### config.mk
export PLATFORM = sky130hd
export DESIGN_NAME = fdt_fault_totalizer
export DESIGN_NICKNAME = d
export VERILOG_FILES = /design/src/fdt_pkg.sv /design/src/fdt_fault_totalizer.sv
export SDC_FILE = /design/constraint.sdc
export NUM_CORES = 1
export LEC_CHECK = 0
export ABC_AREA = 0
export BUFFER_PORTS_ARGS = -buffer_cell sky130_fd_sc_hd__buf_4
export CORE_MARGIN = 2
export CORE_UTILIZATION = 60
export CTS_CLUSTER_DIAMETER = 80
export DETAILED_ROUTE_END_ITERATION = 12
export PLACE_DENSITY_LB_ADDON = 0.1
export SLEW_MARGIN = 30
export SYNTH_ARGS = -nofsm -noshare
export SYNTH_HDL_FRONTEND = slang
export SYNTH_SLANG_ARGS = --single-unit
### constraint.sdc
create_clock -name clock -period 28.1 [get_ports clock]
set_input_delay 4.215 -clock clock [delete_from_list [all_inputs] [get_ports clock]]
set_output_delay 4.215 -clock clock [all_outputs]
set_load 0.01 [all_outputs]
### src/fdt_pkg.sv
// Package of constants and types for the fault detect and totalizer block.
package fdt_pkg;

  // Channel counts.
  localparam int NCELL = 12;
  localparam int NWIRE = 13;
  localparam int NTEMP = 5;
  localparam int NFILT = 2 * NCELL + 2;

  // Register byte offsets on the APB bus.
  localparam logic [7:0] ADDR_SETUP  = 8'h00;
  localparam logic [7:0] ADDR_STATUS = 8'h04;
  localparam logic [7:0] ADDR_OV     = 8'h08;
  localparam logic [7:0] ADDR_UV     = 8'h0C;
  localparam logic [7:0] ADDR_OW     = 8'h10;
  localparam logic [7:0] ADDR_OT     = 8'h14;
  localparam logic [7:0] ADDR_CTRL   = 8'h18;

  // Fault setup word layout and reset value.
  localparam int SETUP_W    = 13;
  localparam int SCN_LSB    = 0;
  localparam int WIRE_SCAN_FOLLOW_BIT_BIT   = 4;
  localparam int TOT_LSB    = 5;
  localparam int TEMPEN_LSB = 8;
  localparam logic [12:0] SETUP_RESET = 13'h0000;

  // Fault status word layout.
  localparam int STATUS_W = 8;
  localparam int ST_REG   = 0;
  localparam int ST_OSC   = 1;
  localparam int ST_OV    = 2;
  localparam int ST_UV    = 3;
  localparam int ST_OT    = 4;
  localparam int ST_OW    = 5;
  localparam int ST_PACK  = 6;
  localparam int ST_GND   = 7;

  // Control word layout and reset value.
  localparam int CTRL_CONT_BIT = 0;
  localparam logic CTRL_RESET  = 1'b0;

  // Scan interval timing: base period in ms, largest code, millisecond tick.
  localparam logic [15:0] SCAN_BASE_MS  = 16'h0010;
  localparam logic [3:0]  SCAN_CODE_MAX = 4'hB;
  localparam int CLOCK_HZ    = 40_000_000;
  localparam int TICK_MS     = 1;
  localparam int MS_CYCLES_DEF = CLOCK_HZ / 1000 * TICK_MS;

  // Continuous scan sequence states; one bit changes per step except TEMP back to IDLE.
  typedef enum logic [1:0] {
    SC_IDLE = 2'b00,
    SC_VOLT = 2'b01,
    SC_TEMP = 2'b11
  } fdt_scan_t;

endpackage

### src/fdt_fault_totalizer.sv
// Fault detection, totalizing filters and fault setup registers on APB.
//
// Summary of operation
// - Supply and reference window comparators out of range set the supply fault at once.
// - Oscillator mismatch beyond limit sets the oscillator fault and alarms at once.
// - One fault bit per cell, wire or temperature input for each fault type, ORed into status summaries.
// - Open pack supply and open ground each have one status bit.
// - Cell, pack, ground, wire and temperature checks happen only when a scan or single cell measurement completes, host-started or continuous.
// - Voltage scan end samples overvoltage, undervoltage, pack and ground together.
// - Single cell measurement also evaluates overvoltage and undervoltage.
// - Continuous scanning re-evaluates faults every interval without host commands.
// - Fault is valid after 2 to the power of the run field consecutive positives.
// - Every cell, pack supply and ground test has its own filter.
// - A negative test result returns that filter count to zero.
// - Any change of the fault status word clears all filters.
// - Any validated fault starts the alarm response.
// - Continuous detection time equals scan interval times filter run length.
// - Four-bit scan period field doubles from 16 ms to 32768 ms.
// - Bit 4 makes wire scans follow voltage scans or temperature scans.
// - Bit 8 enables internal temperature, bits 9 to 12 external inputs.
//
// Decided for this implementation: the address map and the APB slave port.
`timescale 1ns/1ps

module fdt_fault_totalizer
  import fdt_pkg::*;
#(
  parameter int MS_CYCLES = MS_CYCLES_DEF
) (
  // Clock and reset.
  input  wire logic              clock,
  input  wire logic              rst_b,
  // APB slave.
  input  wire logic              psel,
  input  wire logic              penable,
  input  wire logic              pwrite,
  input  wire logic [7:0]        paddr,
  input  wire logic [31:0]       pwdata,
  output logic      [31:0]       prdata,
  output logic                   pready,
  output logic                   pslverr,
  // Asynchronous comparator results.
  input  wire logic [NCELL-1:0]  cell_ov_raw,
  input  wire logic [NCELL-1:0]  cell_uv_raw,
  input  wire logic [NWIRE-1:0]  wire_open_raw,
  input  wire logic [NTEMP-1:0]  temp_over_raw,
  input  wire logic              pack_open_raw,
  input  wire logic              gnd_open_raw,
  input  wire logic              internal_rail_high_bad,
  input  wire logic              internal_rail_low_bad,
  input  wire logic              reference_bad,
  input  wire logic              oscillator_fault_raw,
  // Scan sequencer completion strobes, same clock.
  input  wire logic              volt_scan_done,
  input  wire logic              cell_measure_done,
  input  wire logic              wire_scan_done,
  input  wire logic              temp_scan_done,
  // Scan requests and alarm.
  output logic                   volt_scan_start,
  output logic                   temp_scan_start,
  output logic                   wire_scan_start,
  output logic                   alarm_start
);

  localparam int RAW_W = 2 * NCELL + NWIRE + NTEMP + 6;

  logic [1:0]        rst_pipe_reg;
  logic              rst_sync_b;
  logic [RAW_W-1:0]  raw_w, s1_reg, s2_reg, s3_reg, filt_reg, filt_next;
  logic [SETUP_W-1:0] setup_reg;
  logic              ctrl_cont_reg;
  logic [NCELL-1:0]  ov_reg, uv_reg, ov_next, uv_next, ov_keep, uv_keep;
  logic [NWIRE-1:0]  ow_reg, ow_next, ow_keep, ow_set;
  logic [NTEMP-1:0]  ot_reg, ot_next, ot_keep, ot_set, temp_en_w;
  logic [3:0]        flag_reg, flag_next, flag_keep, flag_set;
  logic [STATUS_W-1:0] status_w, status_next_w;
  logic              filt_clear_w, new_fault_w;
  logic [NFILT-1:0]  tst_w, samp_w, hit_w;
  logic [7:0]        cnt_reg [NFILT];
  logic [7:0]        run_len_w;
  logic [3:0]        scn_code_w;
  logic [15:0]       period_w, ms_cnt_reg, iv_cnt_reg;
  logic              ms_tick_w, iv_tick_w;
  fdt_scan_t         scan_state_reg, scan_state_next;
  logic              go_volt_w, go_temp_w;
  logic              access_w, done_w, wr_w, addr_ok_w;
  logic              wr_setup, wr_status, wr_ov, wr_uv, wr_ow, wr_ot, wr_ctrl;
  logic [31:0]       rd_w;

  // Reset release through two flip-flops.
  always_ff @(posedge clock or negedge rst_b) begin
    if (!rst_b) rst_pipe_reg <= 2'b00;
    else        rst_pipe_reg <= {rst_pipe_reg[0], 1'b1};
  end
  assign rst_sync_b = rst_pipe_reg[1];

  // Comparator levels enter through three flops; a change counts once stages two and three agree.
  assign raw_w = {oscillator_fault_raw, reference_bad, internal_rail_low_bad,
                  internal_rail_high_bad, gnd_open_raw, pack_open_raw, temp_over_raw,
                  wire_open_raw, cell_uv_raw, cell_ov_raw};
  assign filt_next = (s2_reg & s3_reg) | (filt_reg & (s2_reg ^ s3_reg));
  always_ff @(posedge clock or negedge rst_sync_b) begin
    if (!rst_sync_b) begin
      s1_reg   <= '0;
      s2_reg   <= '0;
      s3_reg   <= '0;
      filt_reg <= '0;
    end else begin
      s1_reg   <= raw_w;
      s2_reg   <= s1_reg;
      s3_reg   <= s2_reg;
      filt_reg <= filt_next;
    end
  end

  // APB decode; one wait state, so each access phase lasts two cycles.
  assign access_w  = psel & penable;
  assign done_w    = access_w & pready;
  assign wr_w      = done_w & pwrite;
  assign wr_setup  = wr_w & (paddr == ADDR_SETUP);
  assign wr_status = wr_w & (paddr == ADDR_STATUS);
  assign wr_ov     = wr_w & (paddr == ADDR_OV);
  assign wr_uv     = wr_w & (paddr == ADDR_UV);
  assign wr_ow     = wr_w & (paddr == ADDR_OW);
  assign wr_ot     = wr_w & (paddr == ADDR_OT);
  assign wr_ctrl   = wr_w & (paddr == ADDR_CTRL);
  assign addr_ok_w = (paddr == ADDR_SETUP) | (paddr == ADDR_STATUS) | (paddr == ADDR_OV) |
                     (paddr == ADDR_UV) | (paddr == ADDR_OW) | (paddr == ADDR_OT) |
                     (paddr == ADDR_CTRL);

  // Read data selection; unmapped addresses read zero.
  assign rd_w = (paddr == ADDR_SETUP)  ? {19'h00000, setup_reg} :
                (paddr == ADDR_STATUS) ? {24'h000000, status_w} :
                (paddr == ADDR_OV)     ? {20'h00000, ov_reg} :
                (paddr == ADDR_UV)     ? {20'h00000, uv_reg} :
                (paddr == ADDR_OW)     ? {19'h00000, ow_reg} :
                (paddr == ADDR_OT)     ? {27'h0000000, ot_reg} :
                (paddr == ADDR_CTRL)   ? {31'h00000000, ctrl_cont_reg} : 32'h00000000;

  // Bus answer flops: data and error are loaded in the first access cycle.
  always_ff @(posedge clock or negedge rst_sync_b) begin
    if (!rst_sync_b) begin
      pready  <= 1'b0;
      pslverr <= 1'b0;
      prdata  <= 32'h00000000;
    end else begin
      pready  <= access_w & ~pready;
      pslverr <= access_w & ~pready & ~addr_ok_w;
      if (access_w & ~pready) prdata <= rd_w;
    end
  end

  // Setup and control registers.
  always_ff @(posedge clock or negedge rst_sync_b) begin
    if (!rst_sync_b) begin
      setup_reg     <= SETUP_RESET;
      ctrl_cont_reg <= CTRL_RESET;
    end else begin
      if (wr_setup) setup_reg <= pwdata[SETUP_W-1:0];
      if (wr_ctrl)  ctrl_cont_reg <= pwdata[CTRL_CONT_BIT];
    end
  end

  // Fields of the setup word.
  assign run_len_w  = 8'h01 << setup_reg[TOT_LSB +: 3];
  assign temp_en_w  = setup_reg[TEMPEN_LSB +: NTEMP];
  assign scn_code_w = (setup_reg[SCN_LSB +: 4] > SCAN_CODE_MAX) ? SCAN_CODE_MAX
                                                                 : setup_reg[SCN_LSB +: 4];
  assign period_w   = SCAN_BASE_MS << scn_code_w;

  // Filter inputs: cells first, then pack supply and ground, all sampled on scan ends.
  assign tst_w = {filt_reg[2*NCELL+NWIRE+NTEMP+1], filt_reg[2*NCELL+NWIRE+NTEMP],
                  filt_reg[2*NCELL-1:0]};
  assign samp_w = {{2{volt_scan_done}},
                   {(2*NCELL){volt_scan_done | cell_measure_done}}};

  // One totalizing filter per test.
  genvar gi;
  generate
    for (gi = 0; gi < NFILT; gi++) begin : g_filt
      logic [7:0] inc_w;
      assign inc_w = (cnt_reg[gi] >= run_len_w) ? run_len_w : cnt_reg[gi] + 8'h01;
      assign hit_w[gi] = samp_w[gi] & tst_w[gi] & (inc_w >= run_len_w);
      always_ff @(posedge clock or negedge rst_sync_b) begin
        if (!rst_sync_b)       cnt_reg[gi] <= 8'h00;
        else if (filt_clear_w) cnt_reg[gi] <= 8'h00;
        else if (samp_w[gi])   cnt_reg[gi] <= tst_w[gi] ? inc_w : 8'h00;
      end
    end
  endgenerate

  // Set sources; supply and oscillator supervision run every cycle.
  assign flag_set = {hit_w[NFILT-1], hit_w[NFILT-2], filt_reg[RAW_W-1],
                     |filt_reg[RAW_W-2:RAW_W-4]};
  assign ow_set = wire_scan_done ? filt_reg[2*NCELL +: NWIRE] : '0;
  assign ot_set = temp_scan_done ? (filt_reg[2*NCELL+NWIRE +: NTEMP] & temp_en_w) : '0;

  // Keep masks: a rewrite clears, a zero status summary clears its register.
  assign ov_keep   = wr_ov ? pwdata[NCELL-1:0] : wr_status ? {NCELL{pwdata[ST_OV]}} : '1;
  assign uv_keep   = wr_uv ? pwdata[NCELL-1:0] : wr_status ? {NCELL{pwdata[ST_UV]}} : '1;
  assign ow_keep   = wr_ow ? pwdata[NWIRE-1:0] : wr_status ? {NWIRE{pwdata[ST_OW]}} : '1;
  assign ot_keep   = wr_ot ? pwdata[NTEMP-1:0] : wr_status ? {NTEMP{pwdata[ST_OT]}} : '1;
  assign flag_keep = wr_status ? {pwdata[ST_GND], pwdata[ST_PACK], pwdata[ST_OSC],
                                  pwdata[ST_REG]} : 4'hF;

  // Sticky next values; a set in the clearing cycle wins.
  assign ov_next   = (ov_reg & ov_keep) | hit_w[NCELL-1:0];
  assign uv_next   = (uv_reg & uv_keep) | hit_w[2*NCELL-1:NCELL];
  assign ow_next   = (ow_reg & ow_keep) | ow_set;
  assign ot_next   = (ot_reg & ot_keep) | ot_set;
  assign flag_next = (flag_reg & flag_keep) | flag_set;

  // Status word with one summary bit per data register.
  assign status_w = {flag_reg[3], flag_reg[2], |ow_reg, |ot_reg, |uv_reg, |ov_reg,
                     flag_reg[1], flag_reg[0]};
  assign status_next_w = {flag_next[3], flag_next[2], |ow_next, |ot_next, |uv_next,
                          |ov_next, flag_next[1], flag_next[0]};
  assign filt_clear_w  = (status_next_w != status_w);
  assign new_fault_w   = |(flag_set & ~flag_reg) | |(hit_w[NCELL-1:0] & ~ov_reg) |
                         |(hit_w[2*NCELL-1:NCELL] & ~uv_reg) | |(ow_set & ~ow_reg) |
                         |(ot_set & ~ot_reg);

  // Fault registers and alarm pulse.
  always_ff @(posedge clock or negedge rst_sync_b) begin
    if (!rst_sync_b) begin
      ov_reg      <= '0;
      uv_reg      <= '0;
      ow_reg      <= '0;
      ot_reg      <= '0;
      flag_reg    <= 4'h0;
      alarm_start <= 1'b0;
    end else begin
      ov_reg      <= ov_next;
      uv_reg      <= uv_next;
      ow_reg      <= ow_next;
      ot_reg      <= ot_next;
      flag_reg    <= flag_next;
      alarm_start <= new_fault_w;
    end
  end

  // Millisecond tick and scan interval counter for continuous scanning.
  assign ms_tick_w = (ms_cnt_reg == 16'(MS_CYCLES - 1));
  assign iv_tick_w = ctrl_cont_reg & ms_tick_w & (iv_cnt_reg >= period_w - 16'h0001);
  always_ff @(posedge clock or negedge rst_sync_b) begin
    if (!rst_sync_b) begin
      ms_cnt_reg <= 16'h0000;
      iv_cnt_reg <= 16'h0000;
    end else begin
      ms_cnt_reg <= ms_tick_w ? 16'h0000 : ms_cnt_reg + 16'h0001;
      if (!ctrl_cont_reg || iv_tick_w) iv_cnt_reg <= 16'h0000;
      else if (ms_tick_w)              iv_cnt_reg <= iv_cnt_reg + 16'h0001;
    end
  end

  // Scan sequence: voltage scan each interval, then the temperature scan.
  assign go_volt_w = (scan_state_reg == SC_IDLE) & iv_tick_w;
  assign go_temp_w = (scan_state_reg == SC_VOLT) & volt_scan_done;
  always_comb begin
    case (scan_state_reg)
      SC_IDLE: scan_state_next = go_volt_w ? SC_VOLT : SC_IDLE;
      SC_VOLT: scan_state_next = volt_scan_done ? SC_TEMP : SC_VOLT;
      SC_TEMP: scan_state_next = temp_scan_done ? SC_IDLE : SC_TEMP;
      default: scan_state_next = SC_IDLE;
    endcase
  end

  // Scan request pulses; wire scans follow the schedule picked in the setup word.
  always_ff @(posedge clock or negedge rst_sync_b) begin
    if (!rst_sync_b) begin
      scan_state_reg  <= SC_IDLE;
      volt_scan_start <= 1'b0;
      temp_scan_start <= 1'b0;
      wire_scan_start <= 1'b0;
    end else begin
      scan_state_reg  <= scan_state_next;
      volt_scan_start <= go_volt_w;
      temp_scan_start <= go_temp_w;
      wire_scan_start <= setup_reg[WIRE_SCAN_FOLLOW_BIT_BIT] ? go_temp_w : go_volt_w;
    end
  end
endmodule // fdt_fault_totalizer

# == Yosys cells after proc, flatten, opt, wreduce, memory -nomap -nowiden ==
# Cells that the tools add are included.
# totals
reg_bits,534
latch_bits,0
ram_bits,0
mem_bits_ro,0
out_inout_bits,38
n_memories,0
# classes
n_addsub,29
mul,0
n_div,0
order_cmp,54
eq_ne,10
n_shift,2
muxes,131
bitwise,106
n_reduce_logical,21
# op_table
operator,n
8-bit 2-to-1 mux,104
8-bit greater-or-equal comparator,52
"8-bit by 1-bit adder with 8-bit output, second input constant",26
13-bit 2-to-1 mux,8
48-bit bitwise AND,2
12-bit OR reduction,6
1-bit bitwise AND,68
12-bit bitwise AND,4
12-bit 2-to-1 mux,4
16-bit 2-to-1 mux,3
48-bit OR,1
48-bit bitwise XOR,1
13-bit OR reduction,3
"16-bit by 1-bit adder with 16-bit output, second input constant",2
13-bit bitwise AND,2
"8-bit by 5-bit == test with 1-bit output, second input constant",3
12-bit NOT,2
12-bit OR,2
5-bit 2-to-1 mux,4
"16-bit == test, second input constant",1
"8-bit by 4-bit == test with 1-bit output, second input constant",2
16-bit greater-or-equal comparator,1
"5-bit by 4-bit left shift with 16-bit output, first input constant",1
"16-bit by 1-bit subtractor with 16-bit output, second input constant",1
28 further kinds,50

# == Longest topological paths before layout ==
# Gate-level depths: netlist (run 1).
# logic_depth
depth_word,11
depth_mapped,30
depth_no_buf,21

# == Worst setup path after synthesis (run 1) ==
# Ideal clock, no wire load.
# synth_timing
kind,flip-flop to flip-flop
from,register setup_reg[5]
to,register cnt_reg[172] (netlist name)
setup_time_ns,0.121
arrival_ns,7.459
required_ns,27.979
path_slack_ns,20.520
path_stages_with_launch,29
path_buffers,9
synth_period_minus_slack_ns,7.580
path_cell_list,dfrtp_1 clkbuf_1 or3_1 clkbuf_1 clkinv_1 buf_1 clkbuf_1 ha_1 nand2b_1 a21o_1 a21oi_1 o21ai_0 o41a_1 clkbuf_1 clkbuf_1 nand2_1 o21ai_0 ha_1 a211oi_1 a2111oi_0 a2111oi_0 o22ai_1 or4_1 o31a_1 o211ai_2 buf_6 buf_6 buf_2 nor2_1
# synth_between
elab_chain_len,9
elab_cells_between_ends,115
# synth_rtl
item,line,text
start: declaration,fdt_fault_totalizer.sv:70,logic [SETUP_W-1:0] setup_reg;
start signal: assignment,fdt_fault_totalizer.sv:159,if (wr_setup) setup_reg <= pwdata[SETUP_W-1:0];
1-bit by 3-bit left shift with 8-bit output (*),fdt_fault_totalizer.sv:165,assign run_len_w = 8'h01 << setup_reg[TOT_LSB +: 3];
8-bit greater-or-equal comparator,fdt_fault_totalizer.sv:182,assign inc_w = (cnt_reg[gi] >= run_len_w) ? run_len_w : cnt_reg[gi] + 8'h01;
8-bit 2-to-1 mux,fdt_fault_totalizer.sv:182,
8-bit greater-or-equal comparator (*),fdt_fault_totalizer.sv:183,assign hit_w[gi] = samp_w[gi] & tst_w[gi] & (inc_w >= run_len_w);
1-bit bitwise AND (*),fdt_fault_totalizer.sv:183,
12-bit OR (*),fdt_fault_totalizer.sv:208,assign uv_next = (uv_reg & uv_keep) | hit_w[2*NCELL-1:NCELL];
net uv_next[2],fdt_fault_totalizer.sv:72,"logic [NCELL-1:0] ov_reg, uv_reg, ov_next, uv_next, ov_keep, uv_keep;"
12-bit OR reduction (*),fdt_fault_totalizer.sv:216,"assign status_next_w = {flag_next[3], flag_next[2], |ow_next, |ot_next, |uv_next,"
8-bit != test (*),fdt_fault_totalizer.sv:218,assign filt_clear_w = (status_next_w != status_w);
8-bit 2-to-1 mux / 2-bit nonzero test (equally long branches),n/a,
end signal: indexed assignment,fdt_fault_totalizer.sv:187,else if (samp_w[gi]) cnt_reg[gi] <= tst_w[gi] ? inc_w : 8'h00;
end: declaration,fdt_fault_totalizer.sv:79,logic [7:0] cnt_reg [NFILT];
# The timed path passes the listed nets; every way through them passes the cells marked *. The select of a mux whose other input is x is not followed.
# A chain may end at the register's enable or synchronous reset.

# == Final worst setup path (run 1) ==
# layout_timing
from,register setup_reg[5]
to,register cnt_reg[43] (netlist name)
# Same word-level chain as after synthesis.

==> summary.txt, run 1 <==
Status
  – Run status: finished, final reports clean

Synthesis
  – Xor/xnor share of the synthesized area: 0.0373
  – Synthesis-stage register bit count: 515
  – YS warnings: 0
  – Area leader, netlist: dfrtp_1
  – Area contributors post-synth: dfrtp_1 34%, ha_1 17%, o21ai_0 6.4%
  – Syn Inst Count: 4402
  – Mux contribution to synthesized area: 0.0193
  – Predominant post-synthesis flop cell: dfrtp_1
  – Seq/Total Area, Yosys: 0.337
  – Mean post-synth cell area: 8.69 um2
  – Post-Synth Adder-Cell Area: 0.165
  – Post-synth design cell area: 38300 um2
  – Async set-reset flop share out of synthesis: 1.00
  – Synth top area share: 0.337
  – Distinct cells, synth: 80
  – Post-Synth Simple-Gate Area: 0.201
  – EDFF count, synth: 0
  – Post-synthesis compound-gate area fraction: 0.201
  – Largest family of logic cells by synthesized area: compound AO/OA/AOI/OAI gates

Finish
  – Synthesis-to-layout area growth: 8.57%
  – Most frequent cells in the layout: 514 x dfrtp_1, 505 x ha_1, 492 x o21ai_0
  – Most common cell after layout, fill and taps aside: dfrtp_1
  – Nets: 4983
  – Max FFs per register: 208
  – Ratio of cells with drive above 1 in the final layout: 0.0810

Timing
  – Final setup fails: 0
  – Highest clock rate: 0.109 GHz
  – RSZ-0062 raised after global routing: false
  – Max_slew headroom: 0.286
  – Worst-Margin Slew: 1.07 ns
  – Final hold vios: 0
  – Minimum clock period: 9.19 ns
  – Final Cycle Share: 0.327
  – Max Slew Vio Count: 0
  – Final TNS setup: 0 ns
  – Clk_skew: 0.0254 ns

Setup path
  – Critical Path AT: 9.68 ns
  – Worst Reg2Reg Path Length in Cells: 25
  – Worst Setup SP: setup_reg[5]
  – Worst setup EP type: flop
  – Critical path type: reg2reg
  – FF-to-FF End: cnt_reg[43]
  – Crit path required time: 28.58 ns
  – FF-to-FF setup slack: 18.91 ns
  – Reg2reg start: setup_reg[5]
  – Slowest stage delay, CP: 0.83 ns
  – Critical Path Most Common Cell: buf_4
  – Critical Path Fanout Max: 75
  – Crit start category: flop
  – Critical-path top delay cell: buf_4
  – Crit path to: cnt_reg[43]

Pwr
  – Total Power: 2.65 mW
  – Pleak: 19.0 nW
  – Peak VDD IR: 91.3 uV
  – Pwr dens: 63.7 nW/um2

Global route
  – Largest net degree at the start of global routing: 209
  – GRT Residual Overflow: 0
  – First-pass GRT wire length: 168000 um
  – Antenna violations before repair: 0
  – GR Util All Layers: 0.313
  – Vias in the first global route: 31.1k

Clock network
  – Post-CTS Setup Repair Bufs: 0
  – CTS tree: yes
  – Clock Sink Count: 515
  – TritonCTS Buffers: 59
  – # resized after CTS: 0
  – CTS hold repair buffers: 0
  – Clock Tree Buf Depth: 3
  – CTS H-tree lvls: 2
  – Worst skew pair latency: 0.66 ns
  – CTS clock-pin slew for the worst setup and hold paths: 0.07 ns
  – Root Driver: clkbuf_16

Detailed routing
  – Wire per inst: 19.6 um
  – Vias per cell: 6.26
  – Drt initial violations: 2763
  – Routed WL: 103000 um
  – DRC violations left: 0
  – Via count: 33.0k
  – Drt first pass iters: 8
  – ANT nets after route: 0

Die
  – IO Pins: 135
  – Die ar.: 65800 um2
  – Row count: 92
  – Core ar.: 63100 um2
  – Initial Utilization: 0.607
  – Die height: 257 um
  – Die X: 257 um

Place
  – GP Congestion: 0.943
  – HPWL after DPL: 65700 um
  – I/O Buffers: 96

Worst hold path
  – Worst hold path type: reg2reg
  – Hold path depth: 0

Job
  – Maxcap violations: 0
[final cells by class]
cell class / count / area [um2]
Clock buffer: 73 / 1590
Inverter: 110 / 418
Tap cell: 846 / 1060
Multi-Input combinational cell: 3550 / 24000
Fill cell: 5379 / 21500
Timing Repair Buffer: 145 / 1150
Sequential cell: 515 / 12900
Clock inverter: 39 / 463
Antenna cell: 1 / 2.50
[critical path, delay by kind of cell (launching register included)]
kind,cells,cell delay (ns)
compound gates,11,2.87
fa+ha+maj,2,0.63
buf+inv,6,3.20
flops,1,0.50
simple gates,6,1.70
[worst min path at each step]
stage / from / end / slack, ns
after floorplan: rst_pipe_reg[0] / rst_pipe_reg[1] / 0.33
after detailed placement: s1_reg[11] / s2_reg[11] / 0.33
after global routing: s1_reg[24] / s2_reg[24] / 0.35
final: s1_reg[24] / s2_reg[24] / 0.33
after CTS: s1_reg[24] / s2_reg[24] / 0.35
after global placement: s1_reg[12] / s2_reg[12] / 0.33
[synth_stat cells (81+ instances only)]
library cell    n
nand3_1       220
a21oi_1       285
a21o_1         98
nand2b_1       81
nor2_1        308
dfrtp_1       515
o21ai_0       492
inv_1         109
nand2_1       424
clkbuf_1      179
xor2_1         83
and2_1        118
ha_1          505
[stage by stage]
step                      worst slack (ns)  instances  area (um2)  hold WS [ns]   util
final                                18.91       5279       41600         0.332  0.659
after CTS                            18.91       5274       41500         0.345  0.657
after floorplan                      12.68       4421       38300         0.331      -
after detailed placement             18.56       5162       39400         0.335  0.625
after global routing                 18.40       5278       41600         0.352  0.659
after global placement               18.64       5162       39400         0.332  0.625
[where the power goes]
group | switching, mW | internal (mW)
registers | 0.0688 | 0.790
clock network | 0.343 | 0.471
logic | 0.581 | 0.394
total | 0.993 | 1.65
[metal layers]
metal / wire (um) / share of wire / track usage / up-vias
met3: 7350 / 0.071 / 0.0363 / 212
met4: 2970 / 0.029 / 0.0969 / 0
met2: 46700 / 0.45 / 0.500 / 1071
li1: - / - / - / 15924
met1: 46500 / 0.45 / 0.447 / 15841
met5: 0 / 0 / 0 / -
[cells by family after synthesis]
group,count (synthesis)
other,2
AO/OA/AOI/OAI,1254
AND/OR/NAND/NOR,1538
multiplexers,69
adder cells (fa/ha/maj),505
XOR/XNOR,163
flip-flops,515
buffers and inverters,356
Power figures use the tool's default switching activity.
==> inputs of run 2 (changes only) <==
--- a/config.mk
+++ b/config.mk
@@ -5,10 +5,10 @@
 export SDC_FILE = /design/constraint.sdc
 export NUM_CORES = 1
 export LEC_CHECK = 0
-export ABC_AREA = 0
+export ABC_AREA = 1
 export BUFFER_PORTS_ARGS = -buffer_cell sky130_fd_sc_hd__buf_4
 export CORE_MARGIN = 2
-export CORE_UTILIZATION = 60
+export CORE_UTILIZATION = 58
 export CTS_CLUSTER_DIAMETER = 80
 export DETAILED_ROUTE_END_ITERATION = 12
 export PLACE_DENSITY_LB_ADDON = 0.1
==> constraint.sdc (replaced) <==
create_clock -name clock -period 8.2 [get_ports clock]
set_input_delay 1.23 -clock clock [delete_from_list [all_inputs] [get_ports clock]]
set_output_delay 1.23 -clock clock [all_outputs]
set_load 0.01 [all_outputs]
==> summary.txt, run 2 <==
Status
  – Run status: finished, final reports clean

Synthesis
  – Mean post-synth cell area: 8.26 um2
  – Predominant post-synthesis flop cell: dfrtp_1
  – Seq/Total Area, Yosys: 0.357
  – Async set-reset flop share out of synthesis: 1.00
  – YS warnings: 0
  – Distinct cells, synth: 47
  – Synth top cells by count: 969 x nand2_1, 515 x dfrtp_1, 505 x ha_1, 458 x nand4_1, 353 x inv_1
  – Synth top area share: 0.357
  – Area leader, netlist: dfrtp_1
  – Post-synth design cell area: 36100 um2
  – Synthesis-stage register bit count: 515
  – Count leader, synth: nand2_1
  – Area contributors post-synth: dfrtp_1 36%, ha_1 18%, nand2_1 10%
  – Syn Inst Count: 4366
  – EDFF count, synth: 0

Place
  – Post-Place Cells: 5155
  – Pre-CTS WS: 1.90 ns
  – HPWL after DPL: 58400 um
  – GP Congestion: 0.930
  – I/O Buffers: 96

Global route
  – Largest net degree at the start of global routing: 209
  – First-pass GRT wire length: 151000 um
  – GRT Residual Overflow: 0
  – GR Util All Layers: 0.289
  – Antenna violations before repair: 1
  – Vias in the first global route: 28.8k

Finish
  – Layout Utilization: 0.639
  – Finished Layout Cells: 5266
  – Ratio of cells with drive above 1 in the final layout: 0.0668
  – Most frequent cells in the layout: 969 x nand2_1, 514 x dfrtp_1, 505 x ha_1
  – Max FFs per register: 208
  – Synthesis-to-layout area growth: 9.10%
  – Number of inserted diodes: 0
  – Nets: 4982
  – Most common cell after layout, fill and taps aside: nand2_1

Timing
  – Clk_skew: 0.0361 ns
  – Max Slew Vio Count: 0
  – Final TNS setup: 0 ns
  – Worst-Margin Slew: 0.972 ns
  – Setup WS post-layout: 1.72 ns
  – RSZ-0062 raised after global routing: false
  – Final Cycle Share: 0.791
  – Highest clock rate: 0.154 GHz
  – Final hold vios: 0
  – Minimum clock period: 6.48 ns
  – Final setup fails: 0
  – Max_slew headroom: 0.351

Setup path
  – Critical-path top delay cell: buf_4
  – Crit path required time: 8.76 ns
  – Worst setup EP type: flop
  – Critical path type: reg2reg
  – Critical Path Most Common Cell: nand2_1
  – Crit start category: flop
  – Critical Path AT: 7.05 ns
  – Slowest stage delay, CP: 0.76 ns
  – Critical Path Fanout Max: 95

Clock network
  – CTS tree: yes
  – # resized after CTS: 0
  – Clock Sink Count: 515
  – Worst skew pair latency: 0.66 ns
  – TritonCTS Buffers: 59
  – Root Driver: clkbuf_16
  – Clock Tree Buf Depth: 3
  – Post-CTS Setup Repair Bufs: 0
  – CTS hold repair buffers: 0
  – CTS H-tree lvls: 2
  – CTS clock-pin slew for the worst setup and hold paths: 0.06 ns

Detailed routing
  – Wire per inst: 17.5 um
  – Vias per cell: 5.82
  – Drt initial violations: 2449
  – DRC violations left: 0
  – Drt first pass iters: 5
  – Via count: 30.6k
  – ANT nets after route: 0
  – Routed WL: 92100 um

Job
  – Maxcap violations: 0

Worst hold path
  – Worst hold path type: reg2async

Pwr
  – Peak VDD IR: 190 uV
  – Pwr dens: 239 nW/um2
  – Pleak: 20.1 nW

Die
  – Die height: 253 um
  – Core ar.: 61600 um2
  – Die ar.: 64200 um2
  – IO Pins: 135
  – Row count: 91
  – Initial Utilization: 0.586
  – Die X: 253 um
==> run 2: worst max-delay path: cells and delay by family (launching register included) <==
family	cells	cell delay [ns]
simple gates	20	2.44
fa+ha+maj	2	0.64
compound gates	3	0.51
buf+inv	5	2.20
flops	1	0.52
==> run 2: per-layer routing <==
metal	vias to the layer above	wire length, um	global-route usage
met5	-	0	0
met1	14430	41800	0.403
met3	178	5520	0.0427
met4	0	2990	0.102
met2	828	41800	0.457
li1	15203	-	-
==> run 2: layout make-up <==
type	count	area [um2]
repair buffers	136	1190
clock buffers	74	1640
flip-flops and latches	515	12900
clock inverters	36	438
multi-input cells	3306	20800
well taps	837	1050
fillers	5329	22200
inverters	362	1360
==> run 2: path summary, 6_finish.rpt <==
kind | endpoint | start | cells past startpoint | slack [ns]
max | cnt_reg[108] | setup_reg[5] | 30 | 1.72
min | s2_reg[9] | rst_pipe_reg[1] | 0 | 0.20
max reg2reg | cnt_reg[108] | setup_reg[5] | 30 | 1.72
min reg2reg | s2_reg[9] | rst_pipe_reg[1] | 0 | 0.20
max in group asynchronous | s2_reg[17] | rst_pipe_reg[1] | 2 | 6.43
min in group clock | s2_reg[33] | s1_reg[33] | 0 | 0.34
==> run 2: kinds of logic (layout without fill, tap and decap cells) <==
group | count (synthesis) | count (layout) | share of synthesized area
AOI/OAI and AO/OA | 632 | 632 | 0.0981
xor gates and xnor gates | 164 | 164 | 0.0398
adders and majority gates | 505 | 505 | 0.175
buffers and inverters | 564 | 608 | 0.0711
DFF | 515 | 515 | 0.357
muxes | 1 | 1 | 0.000312
other | 2 | 21 | 0.000208
and+or+nand+nor | 1983 | 1983 | 0.258
==> run 2: power by group <==
group / leakage (nW) / total (mW) / switching [mW] / internal (mW)
logic: 12.6 / 3.65 / 2.33 / 1.31
registers: 6.47 / 2.98 / 0.225 / 2.75
clock network: 1.00 / 2.80 / 1.17 / 1.62
total: 20.1 / 9.42 / 3.73 / 5.69
==> run 2: metrics by stage <==
step | cell area (um2) | power (mW) | hold slack (ns)
after floorplan | 36100 | 5.89 | 0.331
final | 39400 | 9.42 | 0.200
after detailed placement | 37200 | 6.61 | 0.335
after global routing | 39400 | 10.3 | 0.228
after global placement | 37200 | 6.50 | 0.331
after CTS | 39300 | 9.45 | 0.335
